[src/core/tlb_map.vh]
// Offsets, field positions, reset values and widths of the translation
// buffer and its small register block.
// Assumes it is included once per compilation unit by its bare name.
`ifndef TLB_MAP_VH
`define TLB_MAP_VH

// Array geometry.
`define TLB_TAG_W 41
`define TLB_DATA_W 28
`define TLB_IDX_W 5
`define TLB_ENTRIES 32

// Layout of one tag word and of the compare data.
`define TLB_VALID_BIT 40
`define TLB_MOD_BIT 39
`define TLB_PERM_HI 38
`define TLB_PERM_LO 33
`define TLB_LVL_HI 32
`define TLB_LVL_LO 30
`define TLB_REGION_W 10
`define TLB_REGIONS 3
`define TLB_LVL_ALL 3'h7

// Bit positions inside the six-bit permission field.
`define TLB_PERM_W 6
`define TLB_USER_EXECUTE_PERM 5
`define TLB_USER_READ_PERM 4
`define TLB_USER_WRITE_PERM 3
`define TLB_SUPER_EXECUTE_PERM 2
`define TLB_SUPER_READ_PERM 1
`define TLB_SUPER_WRITE_PERM 0

// Register byte offsets on the register bus.
`define TLB_ADR_W 4
`define TLB_REG_IRQ_STAT 4'h0
`define TLB_REG_IRQ_MASK 4'h4
`define TLB_REG_STATE 4'h8

// Event bits, shared by the status and mask registers.
`define TLB_EV_W 4
`define TLB_EV_MISS 0
`define TLB_EV_ERR 1
`define TLB_EV_FLUSH 2
`define TLB_EV_MULTI 3
`define TLB_IRQ_MASK_RST 4'h0
`define TLB_STATE_W 8

`endif

[src/core/tlb_wb_regs.v]
// Wishbone classic slave holding the event status, mask and state view.
// Assumes a single clock shared with the translation buffer core.
`timescale 1ns/1ps
`include "tlb_map.vh"

module tlb_wb_regs (
  input wire clk_i,
  input wire rst_i,
  input wire wb_cyc_i,
  input wire wb_stb_i,
  input wire wb_we_i,
  input wire [`TLB_ADR_W-1:0] wb_adr_i,
  input wire [3:0] wb_sel_i,
  input wire [31:0] wb_dat_i,
  output reg [31:0] wb_dat_o,
  output wire wb_ack_o,
  input wire [`TLB_EV_W-1:0] event_i,
  input wire [`TLB_STATE_W-1:0] state_i,
  output wire irq_o
);

  reg ack_q;
  reg [`TLB_EV_W-1:0] stat_q;
  reg [`TLB_EV_W-1:0] stat_d;
  reg [`TLB_EV_W-1:0] mask_q;
  reg [31:0] rdata_d;
  wire req;
  wire wr_now;
  wire [`TLB_ADR_W-1:0] word_adr;

  ////////////////////////////////////////////////////////////////////////////
  // Bus handshake.

  // Every access is answered one cycle after it is presented; the ack
  // drops in the next cycle so back to back requests see a gap.
  assign req = wb_cyc_i & wb_stb_i;
  assign wb_ack_o = ack_q;
  assign word_adr = {wb_adr_i[`TLB_ADR_W-1:2], 2'b00};
  // A write lands on the edge where the master sees ack, not earlier.
  assign wr_now = req & wb_we_i & ack_q & wb_sel_i[0];

  always @(posedge clk_i) begin
    if (rst_i) begin
      ack_q <= 1'b0;
    end else begin
      ack_q <= req & ~ack_q;
    end
  end

  // Read data is latched with the ack and unmapped words read as zero.
  always @* begin
    rdata_d = 32'h0000_0000;
    case (word_adr)
      `TLB_REG_IRQ_STAT: rdata_d[`TLB_EV_W-1:0] = stat_q;
      `TLB_REG_IRQ_MASK: rdata_d[`TLB_EV_W-1:0] = mask_q;
      `TLB_REG_STATE: rdata_d[`TLB_STATE_W-1:0] = state_i;
      default: rdata_d = 32'h0000_0000;
    endcase
  end

  always @(posedge clk_i) begin
    if (rst_i) begin
      wb_dat_o <= 32'h0000_0000;
    end else if (req & ~ack_q) begin
      wb_dat_o <= rdata_d;
    end
  end

  ////////////////////////////////////////////////////////////////////////////
  // Sticky status and mask.

  // A fresh event beats a write-one-to-clear in the same cycle, so an
  // event is never lost to a clear that raced it.
  always @* begin
    stat_d = stat_q;
    if (wr_now && word_adr == `TLB_REG_IRQ_STAT) begin
      stat_d = stat_q & ~wb_dat_i[`TLB_EV_W-1:0];
    end
    stat_d = stat_d | event_i;
  end

  always @(posedge clk_i) begin
    if (rst_i) begin
      stat_q <= {`TLB_EV_W{1'b0}};
      mask_q <= `TLB_IRQ_MASK_RST;
    end else begin
      stat_q <= stat_d;
      if (wr_now && word_adr == `TLB_REG_IRQ_MASK) begin
        mask_q <= wb_dat_i[`TLB_EV_W-1:0];
      end
    end
  end

  assign irq_o = |(stat_q & mask_q); // Level, high while unmasked bit set.

endmodule // tlb_wb_regs

[src/core/tlb_cam_sram.v]
// Fully associative translation buffer: tag CAM and data SRAM addressed
// as one unit, with compare, direct read, direct write and flush.
// Assumes the translation controller runs on clk_i and drives every
// operation input from its own registers, so no synchroniser is needed.
//
// What this block and its controller do
// Flush and compare enable captured together start a flush next cycle.
// A flush clears the valid bit of every entry whose tag matches.
// A flush touches only valid bits; other tag bits and data stay.
// Level mask all ones makes every entry match, clearing every valid bit.
// The controller ignores miss while a flush is running.
// Direct read: index 00-1F selects the entry whose tag and data appear.
// Compare read: the match lines select the entry, the index is ignored.
// Direct write: index, enables, tag and data all pass input registers.
// Separate tag and data write enables with the same registered timing.
// The controller gives the write index one cycle before data and enables.
// Flush criteria arrive like a compare; source and write enables stay low.
// Registered select source picks match lines (low) or decoded index (high).
// A compare raises a match line per hit entry and miss when none hit.
// Error is high for a valid hit lacking a requested permission bit.
// Access permitted needs no miss, no error and a suitable modified bit.
// A flush with no matching entry changes no entry and raises no event; miss_o still goes high.
// The controller never asserts flush and a write enable together.
`timescale 1ns/1ps
`include "tlb_map.vh"

module tlb_cam_sram #(
  parameter ENTRIES = `TLB_ENTRIES,
  parameter IDX_W = `TLB_IDX_W
) (
  input wire clk_i,
  input wire rst_i,
  input wire [`TLB_TAG_W-1:0] compare_data_in_i,
  input wire [`TLB_DATA_W-1:0] translation_data_in_i,
  input wire [IDX_W-1:0] entry_index_i,
  input wire select_source_i,
  input wire compare_en_i,
  input wire flush_i,
  input wire tag_we_i,
  input wire data_we_i,
  input wire aux_control_r_i,
  input wire [`TLB_PERM_W-1:0] req_perm_i,
  output reg [`TLB_TAG_W-1:0] tag_data_out_o,
  output reg [`TLB_DATA_W-1:0] translation_data_out_o,
  output reg miss_o,
  output reg error_o,
  output reg access_permitted_o,
  output reg modified_miss_o,
  input wire wb_cyc_i,
  input wire wb_stb_i,
  input wire wb_we_i,
  input wire [`TLB_ADR_W-1:0] wb_adr_i,
  input wire [3:0] wb_sel_i,
  input wire [31:0] wb_dat_i,
  output wire [31:0] wb_dat_o,
  output wire wb_ack_o,
  output wire irq_o
);

  // Storage. Reset leaves both arrays alone; only the input registers and
  // the output registers, flags and data words alike, take defined values.
  reg [`TLB_TAG_W-1:0] tag_mem [0:ENTRIES-1];
  reg [`TLB_DATA_W-1:0] dat_mem [0:ENTRIES-1];

  // Registered operation inputs.
  reg [`TLB_TAG_W-1:0] cd_q;
  reg [`TLB_DATA_W-1:0] rd_q;
  reg [IDX_W-1:0] idx_q;
  reg [IDX_W-1:0] widx_q;
  reg src_q;
  reg cen_q;
  reg flush_q;
  reg twe_q;
  reg dwe_q;
  reg aux_q;
  reg [`TLB_PERM_W-1:0] perm_q;

  // Per-entry select lines.
  wire [ENTRIES-1:0] tag_eq;
  wire [ENTRIES-1:0] cmp_hit;
  wire [ENTRIES-1:0] dir_sel;
  wire [ENTRIES-1:0] wr_sel;
  wire [ENTRIES-1:0] word_sel;

  wire do_flush;
  wire do_cmp;
  wire do_write;
  wire any_hit;
  wire multi_hit;

  reg [`TLB_TAG_W-1:0] tag_rd;
  reg [`TLB_DATA_W-1:0] dat_rd;
  reg [5:0] valid_cnt;
  reg err_d;
  reg mok_d;
  integer k;

  ////////////////////////////////////////////////////////////////////////////
  // Tag compare function.

  // Each set bit of the level mask turns one tag region into a don't care,
  // so coarser flushes simply set more mask bits.
  function tag_match;
    input [`TLB_TAG_W-1:0] stored;
    input [`TLB_TAG_W-1:0] crit;
    integer r;
    reg hit;
    begin
      hit = 1'b1;
      for (r = 0; r < `TLB_REGIONS; r = r + 1) begin
        if (!crit[`TLB_LVL_LO+r] &&
            stored[r*`TLB_REGION_W +: `TLB_REGION_W] !=
            crit[r*`TLB_REGION_W +: `TLB_REGION_W]) begin
          hit = 1'b0;
        end
      end
      tag_match = hit;
    end
  endfunction

  ////////////////////////////////////////////////////////////////////////////
  // Input registers.

  // Everything the controller drives is captured here; the operation
  // itself happens in the cycle after the capture edge. The write index
  // takes one more stage, so a write uses the index given one cycle ahead
  // of its data and enables.
  always @(posedge clk_i) begin
    if (rst_i) begin
      cd_q <= {`TLB_TAG_W{1'b0}};
      rd_q <= {`TLB_DATA_W{1'b0}};
      idx_q <= {IDX_W{1'b0}};
      widx_q <= {IDX_W{1'b0}};
      src_q <= 1'b0;
      cen_q <= 1'b0;
      flush_q <= 1'b0;
      twe_q <= 1'b0;
      dwe_q <= 1'b0;
      aux_q <= 1'b0;
      perm_q <= {`TLB_PERM_W{1'b0}};
    end else begin
      cd_q <= compare_data_in_i;
      rd_q <= translation_data_in_i;
      idx_q <= entry_index_i;
      widx_q <= idx_q;
      src_q <= select_source_i;
      cen_q <= compare_en_i;
      flush_q <= flush_i;
      twe_q <= tag_we_i;
      dwe_q <= data_we_i;
      aux_q <= aux_control_r_i;
      perm_q <= req_perm_i;
    end
  end

  ////////////////////////////////////////////////////////////////////////////
  // Operation decode.

  // The auxiliary control must be low for a flush, compare or write. A flush wins over
  // a write enable given in the same cycle, since that pairing has no
  // defined meaning and losing the write is safer than corrupting an entry.
  assign do_flush = flush_q & cen_q & ~src_q & ~aux_q;
  assign do_cmp = cen_q & ~src_q & ~flush_q & ~aux_q;
  assign do_write = (twe_q | dwe_q) & src_q & ~flush_q & ~aux_q;

  ////////////////////////////////////////////////////////////////////////////
  // Entries.

  // One slice per entry: its compare, its decoded index lines and its
  // update. Flush matching ignores the stored valid bit so that a flush
  // of all entries also cleans entries never written since power up.
  genvar i;
  generate
    for (i = 0; i < ENTRIES; i = i + 1) begin : g_entry
      assign tag_eq[i] = tag_match(tag_mem[i], cd_q);
      assign cmp_hit[i] = tag_eq[i] & tag_mem[i][`TLB_VALID_BIT];
      assign dir_sel[i] = (idx_q == i);
      assign wr_sel[i] = (widx_q == i);

      always @(posedge clk_i) begin
        if (do_flush) begin
          if (tag_eq[i]) begin
            tag_mem[i][`TLB_VALID_BIT] <= 1'b0;
          end
        end else if (do_write && wr_sel[i]) begin
          if (twe_q) begin
            tag_mem[i] <= cd_q;
          end
          if (dwe_q) begin
            dat_mem[i] <= rd_q;
          end
        end
      end
    end
  endgenerate

  // Registered source picks decoded index or match lines.
  assign word_sel = src_q ? dir_sel : cmp_hit;
  assign any_hit = |cmp_hit;
  assign multi_hit = |(cmp_hit & (cmp_hit - 1'b1));

  ////////////////////////////////////////////////////////////////////////////
  // Read path.

  // Selected words are ORed together. With several hits the result is a
  // blend that callers must not trust; with none it reads as zero.
  always @* begin
    tag_rd = {`TLB_TAG_W{1'b0}};
    dat_rd = {`TLB_DATA_W{1'b0}};
    valid_cnt = 6'h00;
    for (k = 0; k < ENTRIES; k = k + 1) begin
      if (word_sel[k]) begin
        tag_rd = tag_rd | tag_mem[k];
        dat_rd = dat_rd | dat_mem[k];
      end
      valid_cnt = valid_cnt + {5'h00, tag_mem[k][`TLB_VALID_BIT]};
    end
  end

  // Protection check against the hit entry's stored permissions.
  always @* begin
    err_d = do_cmp & any_hit & tag_rd[`TLB_VALID_BIT] &
      (|(~tag_rd[`TLB_PERM_HI:`TLB_PERM_LO] & perm_q));
    mok_d = tag_rd[`TLB_MOD_BIT] | ~(perm_q[`TLB_USER_WRITE_PERM] |
      perm_q[`TLB_SUPER_WRITE_PERM]);
  end

  ////////////////////////////////////////////////////////////////////////////
  // Output registers.

  // Outputs reflect the operation of the previous cycle. A write falls
  // through: the enabled parts show the new word in the cycle after it.
  always @(posedge clk_i) begin
    if (rst_i) begin
      tag_data_out_o <= {`TLB_TAG_W{1'b0}};
      translation_data_out_o <= {`TLB_DATA_W{1'b0}};
      miss_o <= 1'b0;
      error_o <= 1'b0;
      access_permitted_o <= 1'b0;
      modified_miss_o <= 1'b0;
    end else begin
      tag_data_out_o <= (do_write & twe_q) ? cd_q : tag_rd;
      translation_data_out_o <= (do_write & dwe_q) ? rd_q : dat_rd;
      // Miss is shown on flushes too; the controller disregards it there.
      miss_o <= (do_cmp | do_flush) & ~any_hit;
      error_o <= err_d;
      access_permitted_o <= do_cmp & any_hit & ~err_d & mok_d;
      modified_miss_o <= do_cmp & (~any_hit | ~mok_d);
    end
  end

  ////////////////////////////////////////////////////////////////////////////
  // Register block and interrupt.

  // Events pulse for one cycle during the operation cycle. A miss during
  // a flush is not an event, matching how the controller treats it.
  wire [`TLB_EV_W-1:0] events;
  assign events[`TLB_EV_MISS] = do_cmp & ~any_hit;
  assign events[`TLB_EV_ERR] = err_d;
  assign events[`TLB_EV_FLUSH] = do_flush & (|tag_eq);
  assign events[`TLB_EV_MULTI] = do_cmp & multi_hit;

  tlb_wb_regs u_regs (
    .clk_i(clk_i),
    .rst_i(rst_i),
    .wb_cyc_i(wb_cyc_i),
    .wb_stb_i(wb_stb_i),
    .wb_we_i(wb_we_i),
    .wb_adr_i(wb_adr_i),
    .wb_sel_i(wb_sel_i),
    .wb_dat_i(wb_dat_i),
    .wb_dat_o(wb_dat_o),
    .wb_ack_o(wb_ack_o),
    .event_i(events),
    .state_i({error_o, miss_o, valid_cnt}),
    .irq_o(irq_o)
  );

endmodule // tlb_cam_sram

[config.mk]
export PLATFORM = sky130hd
export DESIGN_NAME = tlb_cam_sram
export DESIGN_NICKNAME = d
export VERILOG_FILES = /design/src/core/tlb_wb_regs.v /design/src/core/tlb_cam_sram.v
export VERILOG_INCLUDE_DIRS = /design/src /design/src/core
export SDC_FILE = /design/constraint.sdc
export NUM_CORES = 2
export LEC_CHECK = 0
export BUFFER_PORTS_ARGS = -buffer_cell sky130_fd_sc_hd__clkbuf_2
export CAP_MARGIN = 25
export CORE_MARGIN = 2
export CORE_UTILIZATION = 30
export CTS_BUF_LIST = sky130_fd_sc_hd__clkbuf_4
export DETAILED_ROUTE_END_ITERATION = 12
export PLACE_DENSITY_LB_ADDON = 0.15
export REMOVE_ABC_BUFFERS = 1
export SYNTH_ARGS = -nofsm -noshare
export SYNTH_HDL_FRONTEND = slang
export SYNTH_SLANG_ARGS = --single-unit
[constraint.sdc]
create_clock -name clk_i -period 4.9 [get_ports clk_i]
set_input_delay 0.245 -clock clk_i [delete_from_list [all_inputs] [get_ports clk_i]]
set_output_delay 0.245 -clock clk_i [all_outputs]
set_load 0.1 [all_outputs]
* Word-level counts from Yosys, hierarchy flattened *
Memory sizes are Yosys's and may differ from the RTL's.
Cells that the tools add are included.

word-level totals
  memories kept = 2
  logic and storage cells = 1140
  flip-flop bits (word level) = 181
  output and inout bits = 107
  memory bits (writable) = 2208
  input bits = 131

cells by class
  add/sub/neg operators = 32
  reduce and logical (&&, ||, !) cells = 172
  bitwise gates (word level) = 172
  mux-type cells = 581
  equal/unequal tests = 160

memory list
  memory   depth  bits a word  rd ports  clocked after memory_dff  wr ports  RTL line           source
  tag_mem  32     41           32        0                         32        tlb_cam_sram.v:62  reg [`TLB_TAG_W-1:0] tag_mem [0:ENTRIES-1];
  dat_mem  32     28           32        0                         1         tlb_cam_sram.v:63  reg [`TLB_DATA_W-1:0] dat_mem [0:ENTRIES-1];

operator list
  operator                                              number
  two-way mux 28 bit                                    64
  two-way mux 41 bit                                    33
  bitwise OR 41 bit                                     31
  != test 10 bit                                        96
  bitwise OR 28 bit                                     31
  OR reduction 28 bit                                   31
  two-way mux 1 bit                                     449
  equality test 5 bit (second input constant)           32
  adder 6 x 1 -> 6 bit                                  26
  two-way mux 5 bit                                     31
  logical AND 1 bit                                     130
  OR reduction 32 bit                                   3
  equality test 5 x 4 -> 1 bit (second input constant)  16
  AND 1 bit                                             58
  equality test 5 x 3 -> 1 bit (second input constant)  8
  bitwise OR 1 bit                                      37
  AND 32 bit                                            1
  two-way mux 32 bit                                    1
  subtractor 32 x 1 -> 32 bit (second input constant)   1
  equality test 5 x 2 -> 1 bit (second input constant)  4
  one-hot mux 4 bit (3 select lines)                    1
  equality test 5 x 1 -> 1 bit (second input constant)  2
  zero test 5 bit                                       2
  AND 4 bit                                             2
  other kinds (17)                                      27

* Depth between registers and ports, before layout *
An unclocked memory read counts as a cell.

  depth in word-level cells = 78
  gate-level depth with buffers = 17

* Cells and area by module *
Synthesis repeated with hierarchy kept, for this count alone.

unflattened totals
  cells, all modules = 6593
  area total of the unflattened synthesis = 100213.6 um2

by module, submodules not included
  module        cells an instance  area each (um2)  instances
  tlb_cam_sram  6483               99243.9          1
  tlb_wb_regs   110                969.7            1

* Worst setup path after synthesis *
OpenSTA, ideal clock, no wires.

  path kind = register to register
  start point = memory tag_mem[0][81] (netlist bit)
  end point = register u_regs.wb_dat_o[4]
  buffers on the path = 0
  data required time = 4.829 ns
  arrival time = 4.772 ns
  setup time = 0.071 ns
  path slack = 0.058 ns
  period minus slack after synthesis = 4.842 ns
  stages on the path, launching flop included = 18
  cells stage by stage = edfxtp_1 -> fa_1 -> inv_1 -> fa_1 -> inv_1 -> fa_1 -> inv_1 -> fa_1 -> fa_1 -> fa_1 -> inv_1 -> ha_1 -> fa_1 -> a21o_1 -> a21oi_1 -> xnor2_1 -> nand3_1 -> a21oi_1

RTL lines
  item                  RTL line           source
  from (decl)           tlb_cam_sram.v:62
  to (signal assigned)  tlb_wb_regs.v:65   wb_dat_o <= rdata_d;
  to (decl)             tlb_wb_regs.v:15   output reg [31:0] wb_dat_o,

==> out/metrics.cfg <==
[logic_synthesis]
synthFlopType=edfxtp_1
synth_fa_ha_area_share_pct=0.588
syn_area_per_cell_sq_um=15.5
synth-seq-area-share_pct=69.9
synth_edf_count=2208
synth-compound-area-share_pct=11.2
yosysTopAreaCell=edfxtp_1
syn_inst=6468
synthXorXnorAreaFrac_pct=8.43
synth-async-reset-ratio_pct=0
synth_top_area_share_pct=66.3
synth_cell_types=85
synthTopCellsByCount=edfxtp_1 (2208), xor2_1 (769), a22oi_1 (349)
synth_area_leaders=edfxtp_1 (66%), xor2_1 (6.7%), dfxtp_1 (3.6%)
synth.area.mux_share_pct=0.0800
yosysMostFrequentCell=edfxtp_1
synthSimpleGateAreaFrac_pct=6.86
synth_top_family_by_area=compound AO/OA/AOI/OAI gates
ys_seq_elements=2389
yosys_warnings=0
netlist_area_sq_mm=0.100

[critical_path]
critPathTopFamily=adder cells
reg2reg_depth=17
critPathMaxStageDelay_ns=0.57
crit_fanout=2
cp-end-kind=flop
cp-start-kind=flop
crit_slowest_cell=fa_1
cpMostUsedCell=fa_1
arrival_ns=6.67
worstPathRequired_ns=6.39
reg2reg_to=u_regs.wb_dat_o[4]
rr_startpoint=tag_mem[0][245]
worst-r2r-setup-slack_ns=-0.27
crit_buf_inv=4
startpoint=tag_mem[0][245]
worstPathCellList=fa_1, inv_2, fa_1, inv_2, fa_1, inv_2, fa_1, fa_1, fa_1, inv_2, ha_4, fa_2, a21o_1, a21oi_2, xnor2_1, nand3_1, a21oi_1
crit_type=reg -> reg

[sta]
fmax_mhz=193
tns_ns=-0.870
worst_slew_pin_slew_ns=1.20
final_hold_viol_count=0
setup_viol=6
rsz0062_at_grt=yes
drv_slew=0
period_share_pct=106
period_needed_ns=5.17
relSlewSlack_pct=19.5
fin_ws_ns=-0.273
fin_skew_ns=0.213

[grt]
grt_use_total_pct=26.0
grt_pass1_vias=72012
grt_pass1_wl_mm=610
grt_max_degree=81
antenna_found_initial=28
overflow=0

[route]
wl_mm=452
drt-pass1-iter-count=9
viasPerCell=5.58
vias=71936
avgRoutedWirePerCell_um=35.1
drt_iter0_drc=9159
ant_nets=0
drc=0

[min_path]
holdPathStages=4
hp-start=entry_index_i[1]
hold_class=in -> reg
worstHoldEndpoint=idx_q[1]

[cells_and_area]
drive_above_1_share_pct=26.9
syn2layout_area_growth_pct=24.7
fin_nets=8139

[clocking]
clock_sinks=2389
clock_path_buffers=4
cts-htree-levels=6
cts_root_buf=clkbuf_4
cts_tree=built
insertion_delay_ns=1.67
clkTransAtPathRegs_ns=0.08
cts_made_buffers=674

[die]
coreArea_sq_mm=0.333
ioPinCount=238
die_x_um=581
fp.dieArea_sq_mm=0.338
die-height_um=581
start_util_pct=30.1
row_count=212

[placed_design]
place_congestion=0.927
numPortBuffers=180
dp_hpwl_mm=296

[pwr]
total_power_uw=44600
power_leakage_uw=0.0456
powerDensity_mw_per_mm2=358
ir_drop_v=0.000212

[status]
run_status=finished, violations left
violations=negative setup slack

[run]
maxCapViolCount=0

-- flip-flops by register name (all words and copies together), names as in the netlist, 4 cells and up --
signal                  cells
cd_q                       41
dat_mem                   896
idx_q                       5
perm_q                      6
rd_q                       28
tag_data_out_o             41
tag_mem                  1312
translation_data_out_o     28
u_regs.mask_q               4
u_regs.stat_q               4
u_regs.wb_dat_o             8
widx_q                      5
-- timing repair --
action                     in CTS  in global routing
hold buffers                  291                  0
setup endpoints to repair       6                 10
resized for setup              10                  3
setup buffers                   1                  4
pin swaps                      10                  3
hold endpoints to repair      181                  0
-- cells in the final DEF (no fill, tap or decap), types with 112 or more instances in the layout --
cell type and count:
nor3_1 158, clkbuf_4 1020, dfxtp_1 147, xnor2_1 194, nor4_1 221, clkinv_1 112, a222oi_1 117, a221oi_1 275
nand4_1 176, clkbuf_2 179, xor2_1 768, a22o_1 255, a22oi_1 349, buf_4 647, nand3_1 118, dlygate4sd3_1 291
edfxtp_1 2208, nand2_1 121, buf_12 149
-- worst reg2reg max path: stages, from the launching register on --
cell	delay, ns
edfxtp_1	0.43
fa_1	0.57
inv_2	0.06
fa_1	0.49
inv_2	0.06
fa_1	0.52
inv_2	0.05
fa_1	0.48
fa_1	0.50
fa_1	0.51
inv_2	0.05
ha_4	0.16
fa_2	0.38
a21o_1	0.21
a21oi_2	0.14
xnor2_1	0.13
nand3_1	0.09
a21oi_1	0.16
-- worst max path at each step --
stage,end,slack (ns),cells after the start
finish,u_regs.wb_dat_o[4],-0.27,17
global route,u_regs.wb_dat_o[4],-0.43,17
CTS,u_regs.wb_dat_o[4],-0.28,17
detailed placement,u_regs.wb_dat_o[4],-0.35,17
global placement,u_regs.wb_dat_o[4],-0.41,17
floorplan,access_permitted_o,-0.77,11
-- layer usage --
metal	vias to the layer above	GRT usage [%]	share of wire [%]
met4	22	10.4	4.2
li1	29568	-	-
met2	3779	41.3	46
met5	-	0	0.053
met1	37721	34.9	42
met3	846	4.92	7.8
-- cell type report --
| cell class | instances | area [sq um] |
|---|---|---|
| diodes | 15 | 37.5 |
| clock buffers | 1020 | 7660 |
| clock inverters | 174 | 1120 |
| fillers | 31938 | 208000 |
| inverters | 45 | 169 |
| multi-input cells | 3582 | 28100 |
| flip-flops and latches | 2389 | 70000 |
| well taps | 4387 | 5490 |
| repair buffers | 1285 | 12200 |
-- logic make-up after synthesis --
logic type / Yosys count
compound gates: 1356
xor+xnor: 963
fa+ha+maj: 33
buf+inv: 520
flops: 2389
mux: 8
other cells: 1
simple gates: 1198
-- metrics by stage --
step / hold WS, ns / util [%] / cells / setup slack, ns / area [sq um]
floorplan: 0.314 / - / 6016 / -0.765 / 97300
global placement: 0.453 / 33.8 / 11373 / -0.410 / 112000
detailed placement: 0.457 / 33.8 / 11378 / -0.354 / 113000
CTS: 0.00611 / 37.4 / 12864 / -0.276 / 124000
global route: 0.154 / 37.5 / 12884 / -0.430 / 125000
finish: 0.180 / 37.5 / 12897 / -0.273 / 125000
-- power by group --
group          internal, uW  leakage [uW]  total, uW  switching [uW]
logic                   935        0.0174       2860            1930
registers             22300        0.0230      22600             222
clock network         10000       0.00518      19200            9190
total                 33300        0.0456      44600           11300
Power figures use the tool's default switching activity.
